--- config.mk ---
export PLATFORM = sky130hd
export DESIGN_NAME = acqseq_top
export DESIGN_NICKNAME = d
export VERILOG_FILES = /design/src/inc/acqseq_pkg.sv /design/src/inc/acqseq_trig_if.sv /design/src/rtl/acqseq_countdown.sv /design/src/rtl/acqseq_top.sv /design/src/rtl/acqseq_trig_detect.sv
export SDC_FILE = /design/constraint.sdc
export NUM_CORES = 1
export LEC_CHECK = 0
export BUFFER_PORTS_ARGS = -buffer_cell sky130_fd_sc_hd__buf_2
export CAP_MARGIN = 30
export CORE_MARGIN = 4
export CORE_UTILIZATION = 60
export DETAILED_ROUTE_END_ITERATION = 7
export PLACE_DENSITY = 0.75
export SLEW_MARGIN = 20
export SYNTH_ARGS = -nofsm -noshare
export SYNTH_HDL_FRONTEND = slang
export SYNTH_HIERARCHICAL = 1
export SYNTH_SLANG_ARGS = --single-unit
--- constraint.sdc ---
create_clock -name clk -period 50.2 [get_ports clk]
set_input_delay 5.02 -clock clk [delete_from_list [all_inputs] [get_ports clk]]
set_output_delay 5.02 -clock clk [all_outputs]
set_load 0.005 [all_outputs]
--- src/inc/acqseq_pkg.sv ---
// Constants, types and helpers shared by the acquisition trigger sequencer
package acqseq_pkg;

  // ==========================================================
  // Widths and timing
  localparam int          DW            = 32;
  localparam int          AW            = 8;
  localparam int          SW            = 16;
  localparam int          CW            = 16;
  localparam int          CLK_PERIOD_NS = 10;
  localparam int          HOLDOFF_RST_NS = 0;
  localparam int          DELAY_RST_NS  = 0;
  localparam logic [31:0] HOLDOFF_RST   = 32'(HOLDOFF_RST_NS / CLK_PERIOD_NS);
  localparam logic [31:0] DELAY_RST     = 32'(DELAY_RST_NS / CLK_PERIOD_NS);

  // ==========================================================
  // Register offsets
  localparam logic [7:0] OFS_CTRL    = 8'h00;
  localparam logic [7:0] OFS_CFG     = 8'h04;
  localparam logic [7:0] OFS_MIN_LEN = 8'h08;
  localparam logic [7:0] OFS_REC_LEN = 8'h0c;
  localparam logic [7:0] OFS_REF_POS = 8'h10;
  localparam logic [7:0] OFS_NUM_REC = 8'h14;
  localparam logic [7:0] OFS_LEVEL   = 8'h18;
  localparam logic [7:0] OFS_HYST    = 8'h1c;
  localparam logic [7:0] OFS_HOLDOFF = 8'h20;
  localparam logic [7:0] OFS_DELAY   = 8'h24;
  localparam logic [7:0] OFS_STATUS  = 8'h28;

  // ==========================================================
  // Field positions
  localparam int CTRL_INIT    = 0;
  localparam int CTRL_ABORT   = 1;
  localparam int CTRL_CLR_DON = 2;
  localparam int CTRL_CLR_ERR = 3;
  localparam int CFG_TYPE     = 0;
  localparam int CFG_SLOPE    = 2;
  localparam int CFG_START    = 3;
  localparam int CFG_ADV      = 4;
  localparam int CFG_RT       = 5;
  localparam int CFG_ETS      = 6;
  localparam int CFG_BITS     = 7;

  // ==========================================================
  // Reset values and limits
  localparam logic [6:0]  CFG_RST     = 7'h20;
  localparam logic [15:0] MIN_REC_LEN = 16'h0002;
  localparam logic [15:0] REC_LEN_RST = 16'h0100;
  localparam logic [6:0]  REF_POS_RST = 7'h32;
  localparam logic [6:0]  PCT_FULL    = 7'h64;
  localparam logic [15:0] NUM_REC_RST = 16'h0001;

  typedef enum logic [1:0] {TRIG_IMMEDIATE, TRIG_DIGITAL, TRIG_EDGE, TRIG_HYST} acqseq_trig_t;

  typedef enum logic [2:0] {
    ST_IDLE, ST_WAIT_START, ST_PRE, ST_WAIT_REF, ST_DELAY, ST_POST, ST_WAIT_ADV
  } acqseq_state_t;

  // Edge of the selected direction; slope high means falling
  function automatic logic acqseq_edge(input logic prev, input logic cur, input logic slope);
    acqseq_edge = slope ? (prev & ~cur) : (~prev & cur);
  endfunction

endpackage

--- src/inc/acqseq_trig_if.sv ---
// Configuration, sample and hit signals between sequencer and trigger detector
interface acqseq_trig_if;
  acqseq_pkg::acqseq_trig_t mode;
  logic                     slope;
  logic signed [15:0]       level;
  logic signed [15:0]       hyst;
  logic signed [15:0]       sample;
  logic                     dig;
  logic                     enable;
  logic                     hit;

  modport det (input mode, input slope, input level, input hyst, input sample,
               input dig, input enable, output hit);
  modport seq (output mode, output slope, output level, output hyst, output sample,
               output dig, output enable, input hit);
endinterface

--- src/rtl/acqseq_countdown.sv ---
// Down-counter for holdoff and trigger delay, in clock cycles
module acqseq_countdown (
  input  wire logic        clk,
  input  wire logic        resetn,
  input  wire logic        ce,
  input  wire logic        load,
  input  wire logic [31:0] value,
  output logic             busy
);
  logic [31:0] count;

  assign busy = (count != 32'h0);

  always_ff @(posedge clk or negedge resetn)
  begin
    if (!resetn)
      count <= 32'h0;
    else if (ce)
      count <= load ? value : (busy ? count - 32'h1 : count);
  end
endmodule

--- src/rtl/acqseq_top.sv ---
// Acquisition trigger sequencer: register port, record sequencing, trigger gating
// Operation
// (RL1) After initiate, store nothing until the start trigger arrives.
// (RL2) Start trigger is immediate when no external source is selected.
// (RL3) Start trigger begins storing pretrigger samples into the record.
// (RL4) Reference trigger is ignored until all pretrigger samples are stored.
// (RL5) After reference trigger, store posttrigger samples, then finish the record.
// (RL6) Records after the first start on the advance trigger, default immediate.
// (RL7) Acquire exactly the configured number of records, each fully sequenced.
// (RL8) Pre/post split follows reference position percent, default fifty.
// (RL9) Software asks at least two samples; reads back enlarged actual length.
// (RL10) After a trigger, further triggers ignored during holdoff, default zero.
// (RL11) Accepted trigger acts only after the trigger delay, default zero.
// (RL12) Digital and edge triggers use selected slope, rising by default.
// (RL13) Analog edge fires when sample crosses level in chosen direction.
// (RL14) Hysteresis fires after passing opposite bound, then crossing level.
// (RL15) Digital trigger configuration is refused while equivalent-time sampling is on.
// (RL16) Enforce-realtime, default true, forbids equivalent-time sampling.
// (RL17) Immediate reference trigger is generated internally.
// (RL18) Holdoff and delay are cycle down-counters gating acceptance and acquisition.
module acqseq_top (
  input  wire logic        clk,
  input  wire logic        resetn,
  input  wire logic        ce,
  input  wire logic [7:0]  reg_addr,
  input  wire logic [31:0] reg_wdata,
  input  wire logic        reg_wr,
  input  wire logic        reg_rd,
  output logic      [31:0] reg_rdata,
  input  wire logic [15:0] sample_in,
  input  wire logic        dig_trig_in,
  input  wire logic        start_trig_in,
  input  wire logic        adv_trig_in,
  output logic             store_en,
  output logic      [15:0] store_addr,
  output logic      [15:0] store_data,
  output logic      [15:0] record_index,
  output logic             ref_trig_seen,
  output logic             acq_busy,
  output logic             acq_done
);
  // ==========================================================
  // Configuration registers
  logic [6:0]               cfg;
  logic [15:0]              rec_len;
  logic [6:0]               ref_pos;
  logic [15:0]              num_rec;
  logic [15:0]              level;
  logic [15:0]              hyst;
  logic [31:0]              holdoff_cfg;
  logic [31:0]              delay_cfg;
  logic                     err_flag;
  logic [15:0]              pre_len;
  logic [15:0]              post_len;
  logic [15:0]              num_lat;
  logic [15:0]              cnt;
  logic                     prev_start;
  logic                     prev_adv;
  acqseq_pkg::acqseq_state_t state;
  acqseq_pkg::acqseq_state_t next_state;

  wire wr_ctrl = ce & reg_wr & (reg_addr == acqseq_pkg::OFS_CTRL);
  wire wr_cfg  = ce & reg_wr & (reg_addr == acqseq_pkg::OFS_CFG);
  wire wr_min  = ce & reg_wr & (reg_addr == acqseq_pkg::OFS_MIN_LEN);
  wire wr_pos  = ce & reg_wr & (reg_addr == acqseq_pkg::OFS_REF_POS);
  wire wr_num  = ce & reg_wr & (reg_addr == acqseq_pkg::OFS_NUM_REC);
  wire wr_lvl  = ce & reg_wr & (reg_addr == acqseq_pkg::OFS_LEVEL);
  wire wr_hys  = ce & reg_wr & (reg_addr == acqseq_pkg::OFS_HYST);
  wire wr_hold = ce & reg_wr & (reg_addr == acqseq_pkg::OFS_HOLDOFF);
  wire wr_dly  = ce & reg_wr & (reg_addr == acqseq_pkg::OFS_DELAY);

  wire initiate = wr_ctrl & reg_wdata[acqseq_pkg::CTRL_INIT] & (state == acqseq_pkg::ST_IDLE);
  wire abort    = wr_ctrl & reg_wdata[acqseq_pkg::CTRL_ABORT];
  wire clr_done = wr_ctrl & reg_wdata[acqseq_pkg::CTRL_CLR_DON];
  wire clr_err  = wr_ctrl & reg_wdata[acqseq_pkg::CTRL_CLR_ERR];

  // (RL16) equivalent-time only when realtime not enforced
  wire ets_active = cfg[acqseq_pkg::CFG_ETS] & ~cfg[acqseq_pkg::CFG_RT];
  wire wd_ets     = reg_wdata[acqseq_pkg::CFG_ETS] & ~reg_wdata[acqseq_pkg::CFG_RT];
  wire wd_dig     = reg_wdata[acqseq_pkg::CFG_TYPE +: 2] == acqseq_pkg::TRIG_DIGITAL;
  // (RL15) refuse digital type with equivalent-time
  wire cfg_reject = wr_cfg & wd_ets & wd_dig;

  // (RL9) enlarge short requests to the minimum
  wire [15:0] wd_len  = (reg_wdata[15:0] < acqseq_pkg::MIN_REC_LEN) ?
                        acqseq_pkg::MIN_REC_LEN : reg_wdata[15:0];
  wire [6:0]  wd_pos  = (reg_wdata[31:7] != 25'h0 || reg_wdata[6:0] > acqseq_pkg::PCT_FULL) ?
                        acqseq_pkg::PCT_FULL : reg_wdata[6:0];
  wire [15:0] wd_num  = (reg_wdata[15:0] == 16'h0) ? 16'h0001 : reg_wdata[15:0];

  // (RL8) pretrigger share from reference percent
  wire [22:0] pre_prod = 23'(rec_len) * 23'(ref_pos);
  wire [22:0] pre_div  = pre_prod / 23'(acqseq_pkg::PCT_FULL);
  wire [15:0] pre_calc = pre_div[15:0];

  // ==========================================================
  // Trigger detection, holdoff and delay
  acqseq_trig_if tif ();
  logic hold_busy;
  logic dly_busy;

  assign tif.mode   = acqseq_pkg::acqseq_trig_t'(cfg[acqseq_pkg::CFG_TYPE +: 2]);
  assign tif.slope  = cfg[acqseq_pkg::CFG_SLOPE];
  assign tif.level  = level;
  assign tif.hyst   = hyst;
  assign tif.sample = sample_in;
  assign tif.dig    = dig_trig_in;
  // (RL4) detector only looks once pretrigger is full
  assign tif.enable = (state == acqseq_pkg::ST_WAIT_REF);

  acqseq_trig_detect u_det (
    .clk    (clk),
    .resetn (resetn),
    .ce     (ce),
    .tif    (tif)
  );

  // (RL10) detection starts holdoff; hits ignored while running
  wire hold_load  = tif.hit & ~hold_busy;
  wire ref_accept = hold_load & (state == acqseq_pkg::ST_WAIT_REF);
  // (RL11) nonzero delay loads delay counter
  wire dly_load   = ref_accept & (delay_cfg != 32'h0);

  // (RL18) holdoff counter
  acqseq_countdown u_hold (
    .clk    (clk),
    .resetn (resetn),
    .ce     (ce),
    .load   (hold_load),
    .value  (holdoff_cfg),
    .busy   (hold_busy)
  );

  // (RL18) delay counter
  acqseq_countdown u_dly (
    .clk    (clk),
    .resetn (resetn),
    .ce     (ce),
    .load   (dly_load),
    .value  (delay_cfg - 32'h1),
    .busy   (dly_busy)
  );

  // (RL2) immediate start unless external source chosen
  wire start_fire = ~cfg[acqseq_pkg::CFG_START] |
                    acqseq_pkg::acqseq_edge(prev_start, start_trig_in, 1'b0);
  // (RL6) advance trigger, immediate by default
  wire adv_fire   = ~cfg[acqseq_pkg::CFG_ADV] |
                    acqseq_pkg::acqseq_edge(prev_adv, adv_trig_in, 1'b0);

  wire pre_full  = (cnt == pre_len);
  wire post_full = (cnt == post_len);
  wire last_rec  = (record_index == num_lat - 16'h1);
  wire rec_end   = (state == acqseq_pkg::ST_POST) & post_full;
  wire acq_end   = rec_end & last_rec;

  // ==========================================================
  // Sequencer
  always_comb
  begin
    next_state = state;
    case (state)
      acqseq_pkg::ST_IDLE:
        if (initiate)
          next_state = acqseq_pkg::ST_WAIT_START;
      // (RL1) idle until start trigger
      acqseq_pkg::ST_WAIT_START:
        if (start_fire)
          next_state = acqseq_pkg::ST_PRE;
      acqseq_pkg::ST_PRE:
        if (pre_full)
          next_state = acqseq_pkg::ST_WAIT_REF;
      acqseq_pkg::ST_WAIT_REF:
        if (dly_load)
          next_state = acqseq_pkg::ST_DELAY;
        else if (ref_accept)
          next_state = acqseq_pkg::ST_POST;
      acqseq_pkg::ST_DELAY:
        if (!dly_busy)
          next_state = acqseq_pkg::ST_POST;
      // (RL5) finish after posttrigger count; (RL7) stop at last record
      acqseq_pkg::ST_POST:
        if (post_full)
          next_state = last_rec ? acqseq_pkg::ST_IDLE : acqseq_pkg::ST_WAIT_ADV;
      acqseq_pkg::ST_WAIT_ADV:
        if (adv_fire)
          next_state = acqseq_pkg::ST_PRE;
      default:
        next_state = acqseq_pkg::ST_IDLE;
    endcase
    if (abort)
      next_state = acqseq_pkg::ST_IDLE;
  end

  // (RL3) store pretrigger then posttrigger samples
  wire        next_store = ~abort & (((state == acqseq_pkg::ST_PRE) & ~pre_full) |
                                     ((state == acqseq_pkg::ST_POST) & ~post_full));
  wire [15:0] next_addr  = (state == acqseq_pkg::ST_POST) ? pre_len + cnt : cnt;
  wire        phase_chg  = (next_state != state);
  wire [15:0] next_cnt   = phase_chg ? 16'h0 : (next_store ? cnt + 16'h1 : cnt);
  wire [15:0] next_index = initiate ? 16'h0 : (rec_end & ~last_rec ? record_index + 16'h1 :
                                               record_index);

  always_ff @(posedge clk or negedge resetn)
  begin
    if (!resetn)
    begin
      state        <= acqseq_pkg::ST_IDLE;
      cnt          <= 16'h0;
      record_index <= 16'h0;
      prev_start   <= 1'b0;
      prev_adv     <= 1'b0;
    end
    else if (ce)
    begin
      state        <= next_state;
      cnt          <= next_cnt;
      record_index <= next_index;
      prev_start   <= start_trig_in;
      prev_adv     <= adv_trig_in;
    end
  end

  always_ff @(posedge clk or negedge resetn)
  begin
    if (!resetn)
    begin
      store_en      <= 1'b0;
      store_addr    <= 16'h0;
      store_data    <= 16'h0;
      ref_trig_seen <= 1'b0;
      acq_busy      <= 1'b0;
    end
    else if (ce)
    begin
      store_en      <= next_store;
      store_addr    <= next_addr;
      store_data    <= sample_in;
      ref_trig_seen <= ref_accept;
      acq_busy      <= (next_state != acqseq_pkg::ST_IDLE);
    end
  end

  // Latch record split and count at initiate
  always_ff @(posedge clk or negedge resetn)
  begin
    if (!resetn)
    begin
      pre_len  <= 16'h0;
      post_len <= 16'h0;
      num_lat  <= acqseq_pkg::NUM_REC_RST;
    end
    else if (initiate)
    begin
      pre_len  <= pre_calc;
      post_len <= rec_len - pre_calc;
      num_lat  <= num_rec;
    end
  end

  // ==========================================================
  // Register file; hardware set wins over software clear
  always_ff @(posedge clk or negedge resetn)
  begin
    if (!resetn)
    begin
      cfg         <= acqseq_pkg::CFG_RST;
      rec_len     <= acqseq_pkg::REC_LEN_RST;
      ref_pos     <= acqseq_pkg::REF_POS_RST;
      num_rec     <= acqseq_pkg::NUM_REC_RST;
      level       <= 16'h0;
      hyst        <= 16'h0;
      holdoff_cfg <= acqseq_pkg::HOLDOFF_RST;
      delay_cfg   <= acqseq_pkg::DELAY_RST;
      err_flag    <= 1'b0;
      acq_done    <= 1'b0;
    end
    else if (ce)
    begin
      if (wr_cfg && !cfg_reject)
        cfg <= reg_wdata[acqseq_pkg::CFG_BITS-1:0];
      if (wr_min)
        rec_len <= wd_len;
      if (wr_pos)
        ref_pos <= wd_pos;
      if (wr_num)
        num_rec <= wd_num;
      if (wr_lvl)
        level <= reg_wdata[15:0];
      if (wr_hys)
        hyst <= reg_wdata[15:0];
      if (wr_hold)
        holdoff_cfg <= reg_wdata;
      if (wr_dly)
        delay_cfg <= reg_wdata;
      err_flag <= cfg_reject | (err_flag & ~clr_err);
      acq_done <= (acq_end & ~abort) | (acq_done & ~clr_done & ~initiate);
    end
  end

  wire [31:0] status_word = {8'h0, record_index, err_flag, ets_active, acq_done,
                             acq_busy, 1'b0, state};
  wire [31:0] rd_mux =
    (reg_addr == acqseq_pkg::OFS_CFG)     ? {25'h0, cfg} :
    (reg_addr == acqseq_pkg::OFS_MIN_LEN) ? {16'h0, rec_len} :
    (reg_addr == acqseq_pkg::OFS_REC_LEN) ? {16'h0, rec_len} :
    (reg_addr == acqseq_pkg::OFS_REF_POS) ? {25'h0, ref_pos} :
    (reg_addr == acqseq_pkg::OFS_NUM_REC) ? {16'h0, num_rec} :
    (reg_addr == acqseq_pkg::OFS_LEVEL)   ? {16'h0, level} :
    (reg_addr == acqseq_pkg::OFS_HYST)    ? {16'h0, hyst} :
    (reg_addr == acqseq_pkg::OFS_HOLDOFF) ? holdoff_cfg :
    (reg_addr == acqseq_pkg::OFS_DELAY)   ? delay_cfg :
    (reg_addr == acqseq_pkg::OFS_STATUS)  ? status_word : 32'h0;

  always_ff @(posedge clk or negedge resetn)
  begin
    if (!resetn)
      reg_rdata <= 32'h0;
    else if (ce)
      reg_rdata <= reg_rd ? rd_mux : 32'h0;
  end
endmodule

--- src/rtl/acqseq_trig_detect.sv ---
// Reference trigger detector: immediate, digital edge, analog edge, hysteresis
module acqseq_trig_detect (
  input  wire logic   clk,
  input  wire logic   resetn,
  input  wire logic   ce,
  acqseq_trig_if.det  tif
);
  logic signed [15:0] prev_sample;
  logic               prev_dig;
  logic               hyst_armed;
  logic               hit;

  wire signed [16:0] lvl   = 17'(tif.level);
  wire signed [16:0] cur   = 17'(tif.sample);
  wire signed [16:0] prv   = 17'(prev_sample);
  wire signed [16:0] lo_bd = lvl - 17'(tif.hyst);
  wire signed [16:0] hi_bd = lvl + 17'(tif.hyst);

  // (RL13) level crossing in chosen direction
  wire rise_x = (prv < lvl) && (cur >= lvl);
  wire fall_x = (prv >= lvl) && (cur < lvl);
  wire edge_x = tif.slope ? fall_x : rise_x;
  // (RL14) arm beyond opposite bound first
  wire arm_x  = tif.slope ? (cur > hi_bd) : (cur < lo_bd);
  wire hys_x  = hyst_armed & edge_x;
  // (RL12) digital edge of chosen slope
  wire dig_x  = acqseq_pkg::acqseq_edge(prev_dig, tif.dig, tif.slope);

  // (RL17) immediate fires without any event
  wire raw_hit = (tif.mode == acqseq_pkg::TRIG_IMMEDIATE) ? 1'b1 :
                 (tif.mode == acqseq_pkg::TRIG_DIGITAL)   ? dig_x :
                 (tif.mode == acqseq_pkg::TRIG_EDGE)      ? edge_x : hys_x;

  wire next_armed = arm_x ? 1'b1 : (hys_x ? 1'b0 : hyst_armed);

  assign tif.hit = hit;

  always_ff @(posedge clk or negedge resetn)
  begin
    if (!resetn)
    begin
      prev_sample <= 16'sh0;
      prev_dig    <= 1'b0;
      hyst_armed  <= 1'b0;
      hit         <= 1'b0;
    end
    else if (ce)
    begin
      prev_sample <= tif.sample;
      prev_dig    <= tif.dig;
      hyst_armed  <= next_armed;
      hit         <= tif.enable & raw_hit;
    end
  end
endmodule

==> reports/qor.yml <==
outcome: "finished, final reports clean"
grt_overflow: 0
ys_seq_area_frac: 0.3091
place_congestion: 0.9544
setup_viol: 0
worstHoldPathCells: 1
clk_latency_ps: 590
synth_top_flop_cell: "dfrtp_1"
layout.cells.most_common: "dfrtp_1"
area_delta_synth_final_pct: 9.363
end_kind: "flop"
max-clock-path-buffers: 3
fin_nets: 3789
ys_warn_count: 6
seqCellArea_um2: 9493
drt_wl_total_mm: 96.43
yosys.cell_types.count: 122
critical_path_depth: 67
root_buffer: "clkbuf_16"
synth_edf_count: 0
async_reset_ff_frac: 1.000
core_um2: 50380
crit_fanout: 18
grt_util_met2: 0.5431
cts_buffers: 43
drv_slew: 0
slowest_stage: "o32ai_1"
place_area_um2: 31930
max_freq_mhz: 54.03
power.total_w: 0.0008826
grt_max_degree: 120
rsz0062_at_grt: "false"
fill_cells: 4107
layout_common_cells: "372 x dfrtp_1, 335 x nand2_1, 221 x nor2_1"
synth_top_cell_area_share: 0.3031
r2r_setup_slack_ps: 31690
drc: 0
synth_nets: 3717
netlist_area_um2: 30710
design.die.area_um2: 54860
initial_core_util: 0.6096
irDropWorstVdd_uv: 27.93
io_pins: 148
wire_per_inst_um: 23.04
hp-class: "flop to flop"
worstSetupPathType: "flop to flop"
antenna_found_initial: 3
met1_usage: 0.4802
clk_pin_slew_ps: 60
final.period_utilization: 0.3687
portBuffers: 147
postCtsSetupRepairBufs: 0
power.density_nw_per_um2: 26.28
cp_slowest_stage_delay_ps: 830
synth_top_area_cell: "dfrtp_1"
required_ps: 50630
max-slew-margin-rel: 0.3329
arrival_ps: 18930
die_w_um: 234.2
setup.worst_path.start_class: "flop"
grt.busiest_layer: "met2"
cts-htree-levels: 2
drt_iter0_drc: 3088
use_met3: 0.06511
tightest_slew_ps: 1001
ant_nets: 0
dp_slack_ps: 32050
track_usage: 0.3464
synth_area_leaders: "dfrtp_1 30%, ha_1 7.1%, mux2_2 6.1%"
ff2ff_path_depth: 67
dp_hpwl_mm: 71.86
fin_worst_skew_ps: 19.96
cpLargestDelayFamily: "compound AO/OA/AOI/OAI gates"
drv_cap: 0
critPathBufInv: 5
fin_crit_ps: 18510
ys_ff_latch: 379
vias: 28060
multi_input_area_um2: 19920
hold_viol: 0
placed_cells: 4100
ctsResizeCount: 0
synth_area_per_cell_um2: 9.016
num_rows: 82
cts_hold_buf: 0
grt_pass1_vias: 26970
viasPerCell: 6.704
worst_slack_ps: 31690
fp.dieH_um: 234.2
total_leakage_power_nw: 15.38
timing.setup.tns_ps: 0
grt_pass1_wl_mm: 151.8
dr.pass1.iters: 6
layoutNonFillerInstCount: 4185
path_common_cell: "a21oi_1"
clock-sinks: 379
final_area_um2: 33580
syn_inst: 3406
cts_tree: "done"
drive_gt1_frac: 0.1552
==> state kept, by name (all words and copies together), names as in the netlist, 32 cells and up <==
| signal | cells |
|---|---|
| delay_cfg | 32 |
| holdoff_cfg | 32 |
| reg_rdata | 32 |
| u_dly/count | 32 |
| u_hold/count | 32 |
==> cell usage after synthesis, types with 10 or more instances <==
cell type    n
buf_1       13
o2bb2ai_1   32
fa_1        73
o2111ai_1   11
o31ai_1     18
ha_1       174
xnor2_1    124
nand3b_1    12
inv_1      176
nor4_1      50
nor2b_1     21
a211o_1     10
and3_1      20
o21a_1      17
dfrtp_1    372
nand4_1     42
a22oi_1     61
nand2_1    336
nor3_1      93
or2_2       15
a31oi_1     41
nand2b_1    34
o211ai_1    28
clkbuf_1   120
or4_1       15
or3_1       48
nor2_1     224
a222oi_1    12
mux2i_1     20
a21o_1      44
o21ai_1     32
a22o_1      33
o21ai_0    148
nand3_1     65
mux2_2     166
buf_2       17
a221oi_1    12
a21oi_1    195
o21bai_1    27
xor2_1      66
a211oi_1    20
and2_1      98
o22ai_1     12
==> routing by layer <==
metal  vias up  wire [um]
li1      12640          -
met1     13810      40870
met2      1308      43350
met3       289       8258
met4         4       3929
met5         -         26
==> layout make-up <==
type,count,share of cell area
Clock inverter,22,0.01125
Inverter,183,0.02053
Multi-Input combinational cell,2688,0.5932
Antenna cell,1,0.00007451
Tap cell,672,0.02504
Clock buffer,57,0.03569
Timing Repair Buffer,183,0.03156
Sequential cell,379,0.2827
==> cells by family (layout without fill, tap and decap cells) <==
kind of cell,after synthesis,count (layout),synth area share
adders and majority gates,249,249,0.1192
and+or+nand+nor,1124,1124,0.1841
buffers and inverters,339,445,0.04319
xor gates and xnor gates,194,194,0.05631
DFF,379,379,0.3091
muxes,191,191,0.06980
other,0,1,0
AOI/OAI and AO/OA,930,930,0.2183
==> path summary, 6_finish.rpt <==
kind / startpoint / to
max: ref_pos[5] / post_len[14]
min: reg_rdata[16] / reg_rdata[16]
max reg2reg: ref_pos[5] / post_len[14]
min reg2reg: reg_rdata[16] / reg_rdata[16]
max in group asynchronous: resetn / store_addr[15]
min in group asynchronous: resetn / delay_cfg[22]
==> report_power, final <==
part | switching, W | total, W | internal [W]
Clock | 0.000138 | 0.000354 | 0.000216
Combinational | 0.000114 | 0.000192 | 0.0000775
Sequential | 0.0000180 | 0.000337 | 0.000319
Total | 0.000270 | 0.000883 | 0.000612
==> stage by stage <==
stage / hold slack [ps] / util
3_5_place_dp: 468.2 / 0.6339
2_1_floorplan: 448.2 / -
3_3_place_gp: 460.5 / 0.6333
4_1_cts: 485.3 / 0.6652
5_1_grt: 507.5 / 0.6667
6_report: 482.8 / 0.6667
No activity file was read; power rests on OpenSTA's default activity.
